==> config.mk <==
export PLATFORM = sky130hd
export DESIGN_NAME = bbs_exec_core
export DESIGN_NICKNAME = d
export VERILOG_FILES = /design/src/core/bbs_pkg.sv /design/src/core/bbs_exec_core.sv /design/src/core/bbs_bit_alu.sv
export VERILOG_INCLUDE_DIRS = /design/src /design/src/core
export SDC_FILE = /design/constraint.sdc
export NUM_CORES = 2
export LEC_CHECK = 0
export BUFFER_PORTS_ARGS = -buffer_cell sky130_fd_sc_hd__buf_2
export CAP_MARGIN = 15
export CORE_ASPECT_RATIO = 1.5
export CORE_MARGIN = 8
export CORE_UTILIZATION = 25
export DETAILED_ROUTE_END_ITERATION = 10
export PLACE_DENSITY = 0.52
export SYNTH_ARGS = -nofsm -noshare
export SYNTH_HDL_FRONTEND = slang
export SYNTH_HIERARCHICAL = 1
export SYNTH_SLANG_ARGS = --single-unit
==> constraint.sdc <==
create_clock -name ref_clk -period 9.8 [get_ports ref_clk]
set_input_delay 0.98 -clock ref_clk [delete_from_list [all_inputs] [get_ports ref_clk]]
set_output_delay 0.98 -clock ref_clk [all_outputs]
set_load 0.01 [all_outputs]
==> src/core/bbs_map.svh <==
/*
  Constants of the bit, branch and system executor: register offsets,
  field positions, reset values and instruction field codes.
  Assumes inclusion by bare name from the design files.
*/
`ifndef BBS_MAP_SVH
`define BBS_MAP_SVH

// ****************************************
// software port offsets
// ****************************************
`define BBS_CTRL_OFS 8'h00
`define BBS_STAT_OFS 8'h04
`define BBS_CCR_OFS 8'h08
`define BBS_PC_OFS 8'h0c
`define BBS_GR_BASE 3'h1
`define BBS_CTRL_RUN 0
`define BBS_CTRL_WAKE 1
`define BBS_STAT_SLEEP 0
`define BBS_STAT_ILL 1
`define BBS_CTRL_RST 1'b1

// ****************************************
// condition code byte
// ****************************************
`define BBS_CCR_C 0
`define BBS_CCR_V 1
`define BBS_CCR_Z 2
`define BBS_CCR_N 3
`define BBS_CCR_I 7
`define BBS_CCR_RST 8'h80

// ****************************************
// addresses and fixed registers
// ****************************************
`define BBS_PC_RST 24'h000100
`define BBS_TRAP_BASE 24'h000020
`define BBS_ABS8_HI 16'hffff
`define BBS_SP 3'h7
`define BBS_CNT 3'h4
`define BBS_SRC 3'h5
`define BBS_DST 3'h6

// ****************************************
// operation field codes
// ****************************************
`define BBS_OP_SYS 4'h0
`define BBS_OP_BIT_RI 4'h1
`define BBS_OP_BIT_RR 4'h2
`define BBS_OP_BIT_II 4'h3
`define BBS_OP_BIT_IR 4'h4
`define BBS_OP_BIT_AI 4'h5
`define BBS_OP_BIT_AR 4'h6
`define BBS_OP_BCC 4'h7
`define BBS_OP_JMP_IND 4'h8
`define BBS_OP_JSR_IND 4'h9
`define BBS_OP_BSR 4'ha
`define BBS_OP_JMP_ABS 4'hb
`define BBS_OP_JSR_ABS 4'hc

`endif

==> src/core/bbs_pkg.sv <==
/*
  Types of the bit, branch and system executor.
  Assumes nothing of its surroundings.
*/
package bbs_pkg;

  // bit operation sub-codes, in field order
  typedef enum logic [3:0] {
    bit_set_op, bit_clear_op, bit_invert_op, bit_test_op,
    carry_and_bit_op, carry_and_inv_bit_op, carry_or_bit_op,
    carry_or_inv_bit_op, carry_xor_bit_op, carry_xor_inv_bit_op,
    bit_load_carry_op, inv_bit_load_carry_op, carry_store_bit_op,
    inv_carry_store_bit_op, bit_rsv_e_op, bit_rsv_f_op
  } bbs_bitop_e;

  // system sub-codes, in field order
  typedef enum logic [3:0] {
    no_operation_op, sleep_op, trap_op, exception_return_op,
    subroutine_return_op, and_condition_imm_op, or_condition_imm_op,
    xor_condition_imm_op, load_condition_byte_op, load_condition_reg_op,
    store_condition_byte_op, load_condition_mem_op,
    store_condition_mem_op, block_move_op, block_move_word_op, sys_rsv_op
  } bbs_sysop_e;

  typedef enum logic [3:0] {
    st_run, st_bit_rd, st_bit_wr, st_ccr_rd, st_ccr_wr, st_push_hi,
    st_push_lo, st_vec_hi, st_vec_lo, st_pop_hi, st_pop_lo, st_blk_rd,
    st_blk_wr, st_sleep
  } bbs_state_e;

endpackage

==> src/core/bbs_exec_core.sv <==
/*
  Executor for bit, branch, system control and block move instructions,
  with its own general registers, condition byte and program counter.
  Assumes an instruction source that presents the word at pc with its
  extension, and a memory slave that answers each request with mem_ack.
*/
`include "bbs_map.svh"

// ****************************************
// bit, branch and system executor
// ****************************************
module bbs_exec_core
  import bbs_pkg::*;
(
  // clock and reset
  input wire logic ref_clk,
  input wire logic rst_n,
  // software port
  input wire logic [7:0] sw_addr,
  input wire logic [31:0] sw_wdata,
  input wire logic sw_wr,
  input wire logic sw_rd,
  output logic [31:0] sw_rdata,
  // instruction supply
  input wire logic ins_valid,
  input wire logic [15:0] ins_word,
  input wire logic [31:0] ins_ext,
  output logic ins_ready,
  output logic [23:0] pc,
  // memory bus
  output logic mem_req,
  output logic mem_we,
  output logic mem_byte,
  output logic [23:0] mem_addr,
  output logic [15:0] mem_wdata,
  input wire logic mem_ack,
  input wire logic [15:0] mem_rdata,
  // status
  output logic sleeping
);

  // ****************************************
  // functions
  // ****************************************
  function automatic logic [7:0] byte_of(input logic [31:0] r, input logic lo);
    byte_of = lo ? r[7:0] : r[15:8];
  endfunction

  function automatic logic [31:0] byte_put(input logic [31:0] r, input logic lo,
                                           input logic [7:0] b);
    byte_put = lo ? {r[31:8], b} : {r[31:16], b, r[7:0]};
  endfunction

  function automatic logic cc_true(input logic [3:0] cc, input logic [7:0] f);
    logic c;
    logic z;
    logic v;
    logic n;
    c = f[`BBS_CCR_C];
    z = f[`BBS_CCR_Z];
    v = f[`BBS_CCR_V];
    n = f[`BBS_CCR_N];
    unique case (cc)
      4'h0: cc_true = 1'b1;
      4'h1: cc_true = 1'b0;
      4'h2: cc_true = ~(c | z);
      4'h3: cc_true = c | z;
      4'h4: cc_true = ~c;
      4'h5: cc_true = c;
      4'h6: cc_true = ~z;
      4'h7: cc_true = z;
      4'h8: cc_true = ~v;
      4'h9: cc_true = v;
      4'ha: cc_true = ~n;
      4'hb: cc_true = n;
      4'hc: cc_true = ~(n ^ v);
      4'hd: cc_true = n ^ v;
      4'he: cc_true = ~(z | (n ^ v));
      4'hf: cc_true = z | (n ^ v);
    endcase
  endfunction

  function automatic logic [23:0] ins_len(input logic [3:0] op);
    if (op == `BBS_OP_BIT_AI || op == `BBS_OP_BIT_AR) begin
      ins_len = 24'h000004;
    end else if (op == `BBS_OP_JMP_ABS || op == `BBS_OP_JSR_ABS) begin
      ins_len = 24'h000006;
    end else begin
      ins_len = 24'h000002;
    end
  endfunction

  function automatic logic [15:0] cnt_of(input logic [31:0] r, input logic w);
    cnt_of = w ? r[15:0] : {8'h00, r[7:0]};
  endfunction

  // ****************************************
  // state
  // ****************************************
  bbs_state_e state;
  logic [31:0] gr [8];
  logic [7:0] condition_code_byte;
  logic run_en;
  logic ill;
  logic [15:0] iw;
  logic [2:0] bn;
  logic [15:0] hold;
  logic [23:0] tgt;

  // ****************************************
  // decode of the offered word
  // ****************************************
  wire take = ins_valid & ins_ready;
  wire [3:0] opf = ins_word[15:12];
  wire [3:0] sub = ins_word[11:8];
  wire [31:0] areg = gr[ins_word[2:0]];
  wire [7:0] dbyte = byte_of(gr[ins_word[2:0]], ins_word[3]);
  wire [7:0] nbyte = byte_of(gr[ins_word[6:4]], ins_word[7]);
  wire is_bit = (opf >= `BBS_OP_BIT_RI) && (opf <= `BBS_OP_BIT_AR);
  wire reg_form = (opf == `BBS_OP_BIT_RR) || (opf == `BBS_OP_BIT_IR)
    || (opf == `BBS_OP_BIT_AR);
  wire bit_bad = is_bit && ((sub > 4'hd) || (reg_form && sub > 4'h3));
  wire abs_op = (opf == `BBS_OP_JMP_ABS) || (opf == `BBS_OP_JSR_ABS);
  wire abs_bad = abs_op && (ins_ext[31:24] != 8'h00);
  wire [2:0] bnum_now = reg_form ? nbyte[2:0] : ins_word[6:4];
  wire [23:0] ea_bit = (opf >= `BBS_OP_BIT_AI) ?
    {`BBS_ABS8_HI, ins_ext[7:0]} : areg[23:0];
  wire [23:0] pc_seq = pc + ins_len(opf);
  wire [23:0] rel_tgt = pc_seq + {{16{ins_word[7]}}, ins_word[7:0]};
  wire [23:0] sp_dn = gr[`BBS_SP][23:0] - 24'h000004;
  wire blk_w_now = (sub == block_move_word_op);
  wire blk_w_held = (iw[11:8] == block_move_word_op);
  wire [15:0] cnt_now = cnt_of(gr[`BBS_CNT], blk_w_now);
  wire [15:0] cnt_left = cnt_of(gr[`BBS_CNT], blk_w_held) - 16'h0001;
  wire in_bit_rd = (state == st_bit_rd);

  // ****************************************
  // bit unit
  // ****************************************
  wire [7:0] alu_dout;
  wire alu_c;
  wire alu_z;
  wire alu_wr;

  bbs_bit_alu u_alu (
    .op(in_bit_rd ? iw[11:8] : sub),
    .bnum(in_bit_rd ? bn : bnum_now),
    .din(in_bit_rd ? mem_rdata[7:0] : dbyte),
    .cin(condition_code_byte[`BBS_CCR_C]),
    .zin(condition_code_byte[`BBS_CCR_Z]),
    .dout(alu_dout),
    .cout(alu_c),
    .zout(alu_z),
    .wr(alu_wr)
  );

  // ****************************************
  // software port decode
  // ****************************************
  wire gr_hit = (sw_addr[7:5] == `BBS_GR_BASE) && (sw_addr[1:0] == 2'b00);
  wire sw_gr_wr = sw_wr && gr_hit;
  wire ctrl_wr = sw_wr && (sw_addr == `BBS_CTRL_OFS);
  wire wake = ctrl_wr && sw_wdata[`BBS_CTRL_WAKE];
  wire ill_clr = sw_wr && (sw_addr == `BBS_STAT_OFS) && sw_wdata[`BBS_STAT_ILL];
  wire [31:0] rd_mux = (sw_addr == `BBS_CTRL_OFS) ? {31'h0, run_en} :
    (sw_addr == `BBS_STAT_OFS) ? {30'h0, ill, sleeping} :
    (sw_addr == `BBS_CCR_OFS) ? {24'h0, condition_code_byte} :
    (sw_addr == `BBS_PC_OFS) ? {8'h0, pc} :
    gr_hit ? gr[sw_addr[4:2]] : 32'h0;

  always_ff @(posedge ref_clk or negedge rst_n) begin
    if (!rst_n) begin
      sw_rdata <= 32'h0;
      run_en <= `BBS_CTRL_RST;
    end else begin
      sw_rdata <= sw_rd ? rd_mux : 32'h0;
      if (ctrl_wr) begin
        run_en <= sw_wdata[`BBS_CTRL_RUN];
      end
    end
  end

  // ****************************************
  // memory request
  // ****************************************
  task automatic mem_go(input logic we, input logic by, input logic [23:0] a,
                        input logic [15:0] d);
    mem_req <= 1'b1;
    mem_we <= we;
    mem_byte <= by;
    mem_addr <= by ? a : {a[23:1], 1'b0};
    mem_wdata <= d;
  endtask

  // ****************************************
  // sequencer
  // ****************************************
  always_ff @(posedge ref_clk or negedge rst_n) begin
    if (!rst_n) begin
      state <= st_run;
      pc <= `BBS_PC_RST;
      condition_code_byte <= `BBS_CCR_RST;
      ins_ready <= 1'b0;
      mem_req <= 1'b0;
      mem_we <= 1'b0;
      mem_byte <= 1'b0;
      mem_addr <= 24'h0;
      mem_wdata <= 16'h0;
      sleeping <= 1'b0;
      ill <= 1'b0;
      iw <= 16'h0;
      bn <= 3'h0;
      hold <= 16'h0;
      tgt <= 24'h0;
      for (int i = 0; i < 8; i++) begin
        gr[i] <= 32'h0;
      end
    end else begin
      if (sw_gr_wr) begin
        gr[sw_addr[4:2]] <= sw_wdata;
      end
      if (ill_clr) begin
        ill <= 1'b0;
      end
      if (mem_ack) begin
        mem_req <= 1'b0;
      end
      unique case (state)
        st_run: begin
          ins_ready <= run_en & ~take;
          if (take) begin
            iw <= ins_word;
            bn <= bnum_now;
            pc <= pc_seq;
            if (bit_bad || abs_bad) begin
              ill <= 1'b1;
            end else begin
              unique case (opf)
                `BBS_OP_BIT_RI, `BBS_OP_BIT_RR: begin
                  if (alu_wr) begin
                    gr[ins_word[2:0]] <= byte_put(areg, ins_word[3], alu_dout);
                  end
                  condition_code_byte[`BBS_CCR_C] <= alu_c;
                  condition_code_byte[`BBS_CCR_Z] <= alu_z;
                end
                `BBS_OP_BIT_II, `BBS_OP_BIT_IR, `BBS_OP_BIT_AI, `BBS_OP_BIT_AR: begin
                  mem_go(1'b0, 1'b1, ea_bit, 16'h0);
                  state <= st_bit_rd;
                end
                `BBS_OP_BCC: begin
                  if (cc_true(sub, condition_code_byte)) begin
                    pc <= rel_tgt;
                  end
                end
                `BBS_OP_JMP_IND: pc <= {areg[23:1], 1'b0};
                `BBS_OP_JMP_ABS: pc <= {ins_ext[23:1], 1'b0};
                `BBS_OP_JSR_IND, `BBS_OP_JSR_ABS, `BBS_OP_BSR: begin
                  tgt <= (opf == `BBS_OP_BSR) ? rel_tgt :
                    (opf == `BBS_OP_JSR_ABS) ? ins_ext[23:0] : areg[23:0];
                  hold <= pc_seq[15:0];
                  gr[`BBS_SP] <= {gr[`BBS_SP][31:24], sp_dn};
                  mem_go(1'b1, 1'b0, sp_dn, {8'h00, pc_seq[23:16]});
                  state <= st_push_hi;
                end
                `BBS_OP_SYS: begin
                  unique case (bbs_sysop_e'(sub))
                    no_operation_op: ;
                    sleep_op: begin
                      sleeping <= 1'b1;
                      state <= st_sleep;
                    end
                    trap_op: begin
                      tgt <= `BBS_TRAP_BASE + {20'h0, ins_word[1:0], 2'b00};
                      hold <= pc_seq[15:0];
                      gr[`BBS_SP] <= {gr[`BBS_SP][31:24], sp_dn};
                      mem_go(1'b1, 1'b0, sp_dn, {condition_code_byte, pc_seq[23:16]});
                      condition_code_byte[`BBS_CCR_I] <= 1'b1;
                      state <= st_push_hi;
                    end
                    exception_return_op, subroutine_return_op: begin
                      mem_go(1'b0, 1'b0, gr[`BBS_SP][23:0], 16'h0);
                      state <= st_pop_hi;
                    end
                    and_condition_imm_op: condition_code_byte <= condition_code_byte & ins_word[7:0];
                    or_condition_imm_op: condition_code_byte <= condition_code_byte | ins_word[7:0];
                    xor_condition_imm_op: condition_code_byte <= condition_code_byte ^ ins_word[7:0];
                    load_condition_byte_op: condition_code_byte <= ins_word[7:0];
                    load_condition_reg_op: condition_code_byte <= dbyte;
                    store_condition_byte_op: begin
                      gr[ins_word[2:0]] <= byte_put(areg, ins_word[3], condition_code_byte);
                    end
                    load_condition_mem_op: begin
                      mem_go(1'b0, 1'b0, areg[23:0], 16'h0);
                      state <= st_ccr_rd;
                    end
                    store_condition_mem_op: begin
                      mem_go(1'b1, 1'b0, areg[23:0], {condition_code_byte, 8'h00});
                      state <= st_ccr_wr;
                    end
                    block_move_op, block_move_word_op: begin
                      if (cnt_now != 16'h0) begin
                        mem_go(1'b0, 1'b1, gr[`BBS_SRC][23:0], 16'h0);
                        state <= st_blk_rd;
                      end
                    end
                    default: ill <= 1'b1;
                  endcase
                end
                default: ill <= 1'b1;
              endcase
            end
          end
        end
        st_bit_rd: begin
          if (mem_ack) begin
            condition_code_byte[`BBS_CCR_C] <= alu_c;
            condition_code_byte[`BBS_CCR_Z] <= alu_z;
            if (alu_wr) begin
              mem_go(1'b1, 1'b1, mem_addr, {8'h00, alu_dout});
              state <= st_bit_wr;
            end else begin
              state <= st_run;
            end
          end
        end
        st_bit_wr, st_ccr_wr: begin
          if (mem_ack) begin
            state <= st_run;
          end
        end
        st_ccr_rd: begin
          if (mem_ack) begin
            condition_code_byte <= mem_rdata[15:8];
            state <= st_run;
          end
        end
        st_push_hi: begin
          if (mem_ack) begin
            mem_go(1'b1, 1'b0, mem_addr + 24'h000002, hold);
            state <= st_push_lo;
          end
        end
        st_push_lo: begin
          if (mem_ack) begin
            if (iw[15:12] == `BBS_OP_SYS) begin
              mem_go(1'b0, 1'b0, tgt, 16'h0);
              state <= st_vec_hi;
            end else begin
              pc <= {tgt[23:1], 1'b0};
              state <= st_run;
            end
          end
        end
        st_vec_hi, st_pop_hi: begin
          if (mem_ack) begin
            hold <= mem_rdata;
            mem_go(1'b0, 1'b0, mem_addr + 24'h000002, 16'h0);
            state <= (state == st_vec_hi) ? st_vec_lo : st_pop_lo;
          end
        end
        st_vec_lo: begin
          if (mem_ack) begin
            pc <= {hold[7:0], mem_rdata[15:1], 1'b0};
            state <= st_run;
          end
        end
        st_pop_lo: begin
          if (mem_ack) begin
            pc <= {hold[7:0], mem_rdata[15:1], 1'b0};
            if (iw[11:8] == exception_return_op) begin
              condition_code_byte <= hold[15:8];
            end
            gr[`BBS_SP] <= gr[`BBS_SP] + 32'h4;
            state <= st_run;
          end
        end
        st_blk_rd: begin
          if (mem_ack) begin
            mem_go(1'b1, 1'b1, gr[`BBS_DST][23:0], {8'h00, mem_rdata[7:0]});
            state <= st_blk_wr;
          end
        end
        st_blk_wr: begin
          if (mem_ack) begin
            gr[`BBS_SRC] <= gr[`BBS_SRC] + 32'h1;
            gr[`BBS_DST] <= gr[`BBS_DST] + 32'h1;
            if (blk_w_held) begin
              gr[`BBS_CNT][15:0] <= cnt_left;
            end else begin
              gr[`BBS_CNT][7:0] <= cnt_left[7:0];
            end
            if (cnt_left == 16'h0) begin
              state <= st_run;
            end else begin
              mem_go(1'b0, 1'b1, gr[`BBS_SRC][23:0] + 24'h000001, 16'h0);
              state <= st_blk_rd;
            end
          end
        end
        st_sleep: begin
          if (wake) begin
            sleeping <= 1'b0;
            state <= st_run;
          end
        end
      endcase
    end
  end

endmodule

==> src/core/bbs_bit_alu.sv <==
/*
  Single-bit operation unit: byte result, carry and zero.
  Assumes the caller supplies the operand byte and flags.
*/
module bbs_bit_alu
  import bbs_pkg::*;
(
  // operation
  input wire logic [3:0] op,
  input wire logic [2:0] bnum,
  // operand and flags in
  input wire logic [7:0] din,
  input wire logic cin,
  input wire logic zin,
  // results
  output logic [7:0] dout,
  output logic cout,
  output logic zout,
  output logic wr
);

  // ****************************************
  // bit select
  // ****************************************
  wire [7:0] mask = 8'h01 << bnum;
  wire sel = din[bnum];
  wire inv = (op == carry_and_inv_bit_op) || (op == carry_or_inv_bit_op)
    || (op == carry_xor_inv_bit_op) || (op == inv_bit_load_carry_op);
  wire src = inv ? ~sel : sel;

  // ****************************************
  // results
  // ****************************************
  assign dout = (op == bit_set_op) ? (din | mask) :
    (op == bit_clear_op) ? (din & ~mask) :
    (op == bit_invert_op) ? (din ^ mask) :
    (op == carry_store_bit_op) ? (cin ? din | mask : din & ~mask) :
    (op == inv_carry_store_bit_op) ? (cin ? din & ~mask : din | mask) :
    din;
  assign wr = (op == bit_set_op) || (op == bit_clear_op)
    || (op == bit_invert_op) || (op == carry_store_bit_op)
    || (op == inv_carry_store_bit_op);
  assign cout = (op == carry_and_bit_op || op == carry_and_inv_bit_op) ?
    (cin & src) :
    (op == carry_or_bit_op || op == carry_or_inv_bit_op) ? (cin | src) :
    (op == carry_xor_bit_op || op == carry_xor_inv_bit_op) ? (cin ^ src) :
    (op == bit_load_carry_op || op == inv_bit_load_carry_op) ? src :
    cin;
  assign zout = (op == bit_test_op) ? ~sel : zin;

endmodule

==> out/metrics.csv <==
metric;value;unit
r2r_slack;3.47;ns
drive_gt1_share;16.9;%
grt_pass1_wl;325000;um
nNetsFinal;4588;
final_cells;6347;
via_per_inst;6.48;
cts_setup_buffers;0;
synth_cells;4351;
grtUsageTotal;28.8;%
critPathLaunchType;primary input;
cts_tree;built;
hpwl;176000;um
ys_async_sr_fraction;100;%
die_h;480;um
status;finished, violations left;
worst_pin_slew;1.40;ns
period_needed;6.37;ns
die_w;326;um
vias;41100;
cts_root_buf;clkbuf_16;
maxSlewViolCount;0;
grt_max_degree;122;
port_buffers;210;
cts_hold_buf;0;
ys_types;105;
insertion_delay;0.68;ns
setup_viol;0;
synth.avg_cell_area;8.26;sq um
clk_pin_slew;0.06;ns
dominantRegCellSynth;dfrtp_1;
required;10.33;ns
ant_nets;0;
cts_resized;0;
pre_cts_slack;3.07;ns
cts.sinks;421;
hold_viol;0;
start_util;25.1;%
finalSetupTns;0;ns
drt_iter0_markers;6122;
crit_path_max_fanout;29;
timing.fmax;0.157;GHz
arrival;6.90;ns
critPathKind;primary input to register;
violations;design-rule violations;
globalplace.congestion;1.07;
period_share;65.0;%
synthesis.nets;4533;
rsz0062_at_grt;false;
yosys_warnings;6;
peakVddDrop;0.165;mV
p_leak;16.8;nW
routed_wl;237000;um
drc;11;
ys_seq_area_share;29.3;%
overflow;0;
slew_headroom;6.34;%
first_pass_iters;11;
dieArea;156000;sq um
coreArea;143000;sq um
syn2layout_area_growth;14.8;%
cts_buffers;49;
avgRoutedWirePerCell;37.3;um
grt_pass1_vias;39400;
maxCapViolations;0;
yosys_register_bits;421;
antenna_found_initial;15;
setup_ws;3.43;ns
finalClockSkew;0.0391;ns
final_cell_mix;nand2_1 (534), dfrtp_1 (418), o21ai_0 (320), nor2_1 (312), a21oi_1 (295);
final_common_cell;nand2_1;
syn_area;35900;sq um
num_rows;170;
io_pins;211;
final_util;28.9;%
cp-end-kind;register;
h-tree-depth;2;
hold_class;primary input to async pin;
dp_cells;6244;
p_per_area;248;nW/um^2
cts_buffer_depth;3;
synth_edf_count;0;
==> routing by layer <==
| metal | routed length (um) | GRT usage, % | up-vias |
|---|---|---|---|
| li1 | - | - | 16700 |
| met1 | 81400 | 31.9 | 20400 |
| met2 | 107000 | 46.1 | 3087 |
| met3 | 22800 | 6.66 | 984 |
| met4 | 26100 | 25.5 | 16 |
| met5 | 122 | 0 | - |
==> cell usage after synthesis (35+ instances only) <==
cell      number  share of area, %
nand2_1      538               5.6
dfrtp_1      418                29
o21ai_0      323               4.5
nor2_1       318               3.3
a21oi_1      300               4.2
clkbuf_1     287               3.0
o22ai_1      274               4.8
mux2i_1      235               6.5
a22oi_1      110               2.3
nand3_1      102               1.4
mux4_2        86               5.4
o221ai_1      80               1.9
inv_1         79              0.83
nor3_1        77               1.1
xnor2_1       77               1.9
ha_1          70               2.4
xor2_1        70               1.7
mux2_2        69               2.2
buf_2         61              0.85
a221oi_1      59               1.4
a222oi_1      44               1.2
buf_1         41              0.43
o211ai_1      38              0.79
nand2b_1      35              0.61
nand4_1       35              0.61
==> critical path, cell delays in order <==
cell and delay, ns:
buf_2 0.35, nor4bb_4 0.35, buf_4 0.38, nor2_1 0.09, nand2_1 0.11, inv_1 0.06, fa_1 0.39, nand3b_1 0.26
nor4_1 1.02, nand2_1 0.16, xor2_1 0.90, inv_1 0.12, ha_1 0.54, nand3_1 0.15, o311a_1 0.37, o31ai_1 0.09
xor2_1 0.24, nand2_1 0.08, a221oi_1 0.24
==> power by group <==
part	internal, mW	switching, mW
combinational	1.75	3.48
sequential	2.08	0.783
clock	1.23	0.916
total	5.06	5.18
==> layout make-up <==
class | instances | area (sq um)
clock buffer | 63 | 1410
inverter | 83 | 312
timing repair buffer | 399 | 2510
fill | 15500 | 102000
clock inverter | 29 | 393
multi-input combinational | 3452 | 23700
sequential | 421 | 10500
antenna | 8 | 20.0
tap | 1892 | 2370
==> stage by stage <==
| stage | cell area [sq um] | hold slack, ns | power (mW) |
|---|---|---|---|
| 2_1_floorplan | 35900 | 0.447 | 5.52 |
| 3_3_place_gp | 39400 | 0.463 | 7.82 |
| 3_5_place_dp | 39400 | 0.465 | 7.84 |
| 4_1_cts | 41200 | 0.391 | 10.0 |
| 5_1_grt | 41200 | 0.442 | 10.5 |
| 6_report | 41300 | 0.326 | 10.2 |
==> registers in the layout, indices dropped and copies added (netlist names), 3 cells and up <==
register	flops
bn	3
tgt	23
condition_code_byte	8
state	4
mem_addr	24
pc	24
sw_rdata	32
gr	256
mem_wdata	16
hold	16
iw	8
==> worst paths after layout <==
check / from / endpoint / cells after the start
max in group asynchronous: rst_n / mem_addr[18] / 3
worst min-delay path: rst_n / gr[109] / 1
worst max register to register: state[0] / gr[4] / 16
min in group ref_clk: iw[14] / iw[14] / 2
worst max-delay path: ins_word[15] / pc[22] / 19
worst min register to register: iw[14] / iw[14] / 2
==> logic make-up after synthesis <==
logic type      share of synthesized area [%]
simple gates                             16.9
buf+inv                                  5.29
compound gates                           27.5
flops                                    29.3
fa+ha+maj                                2.63
xor+xnor                                 3.65
mux                                      14.7
No activity file was read; power rests on OpenSTA's default activity.
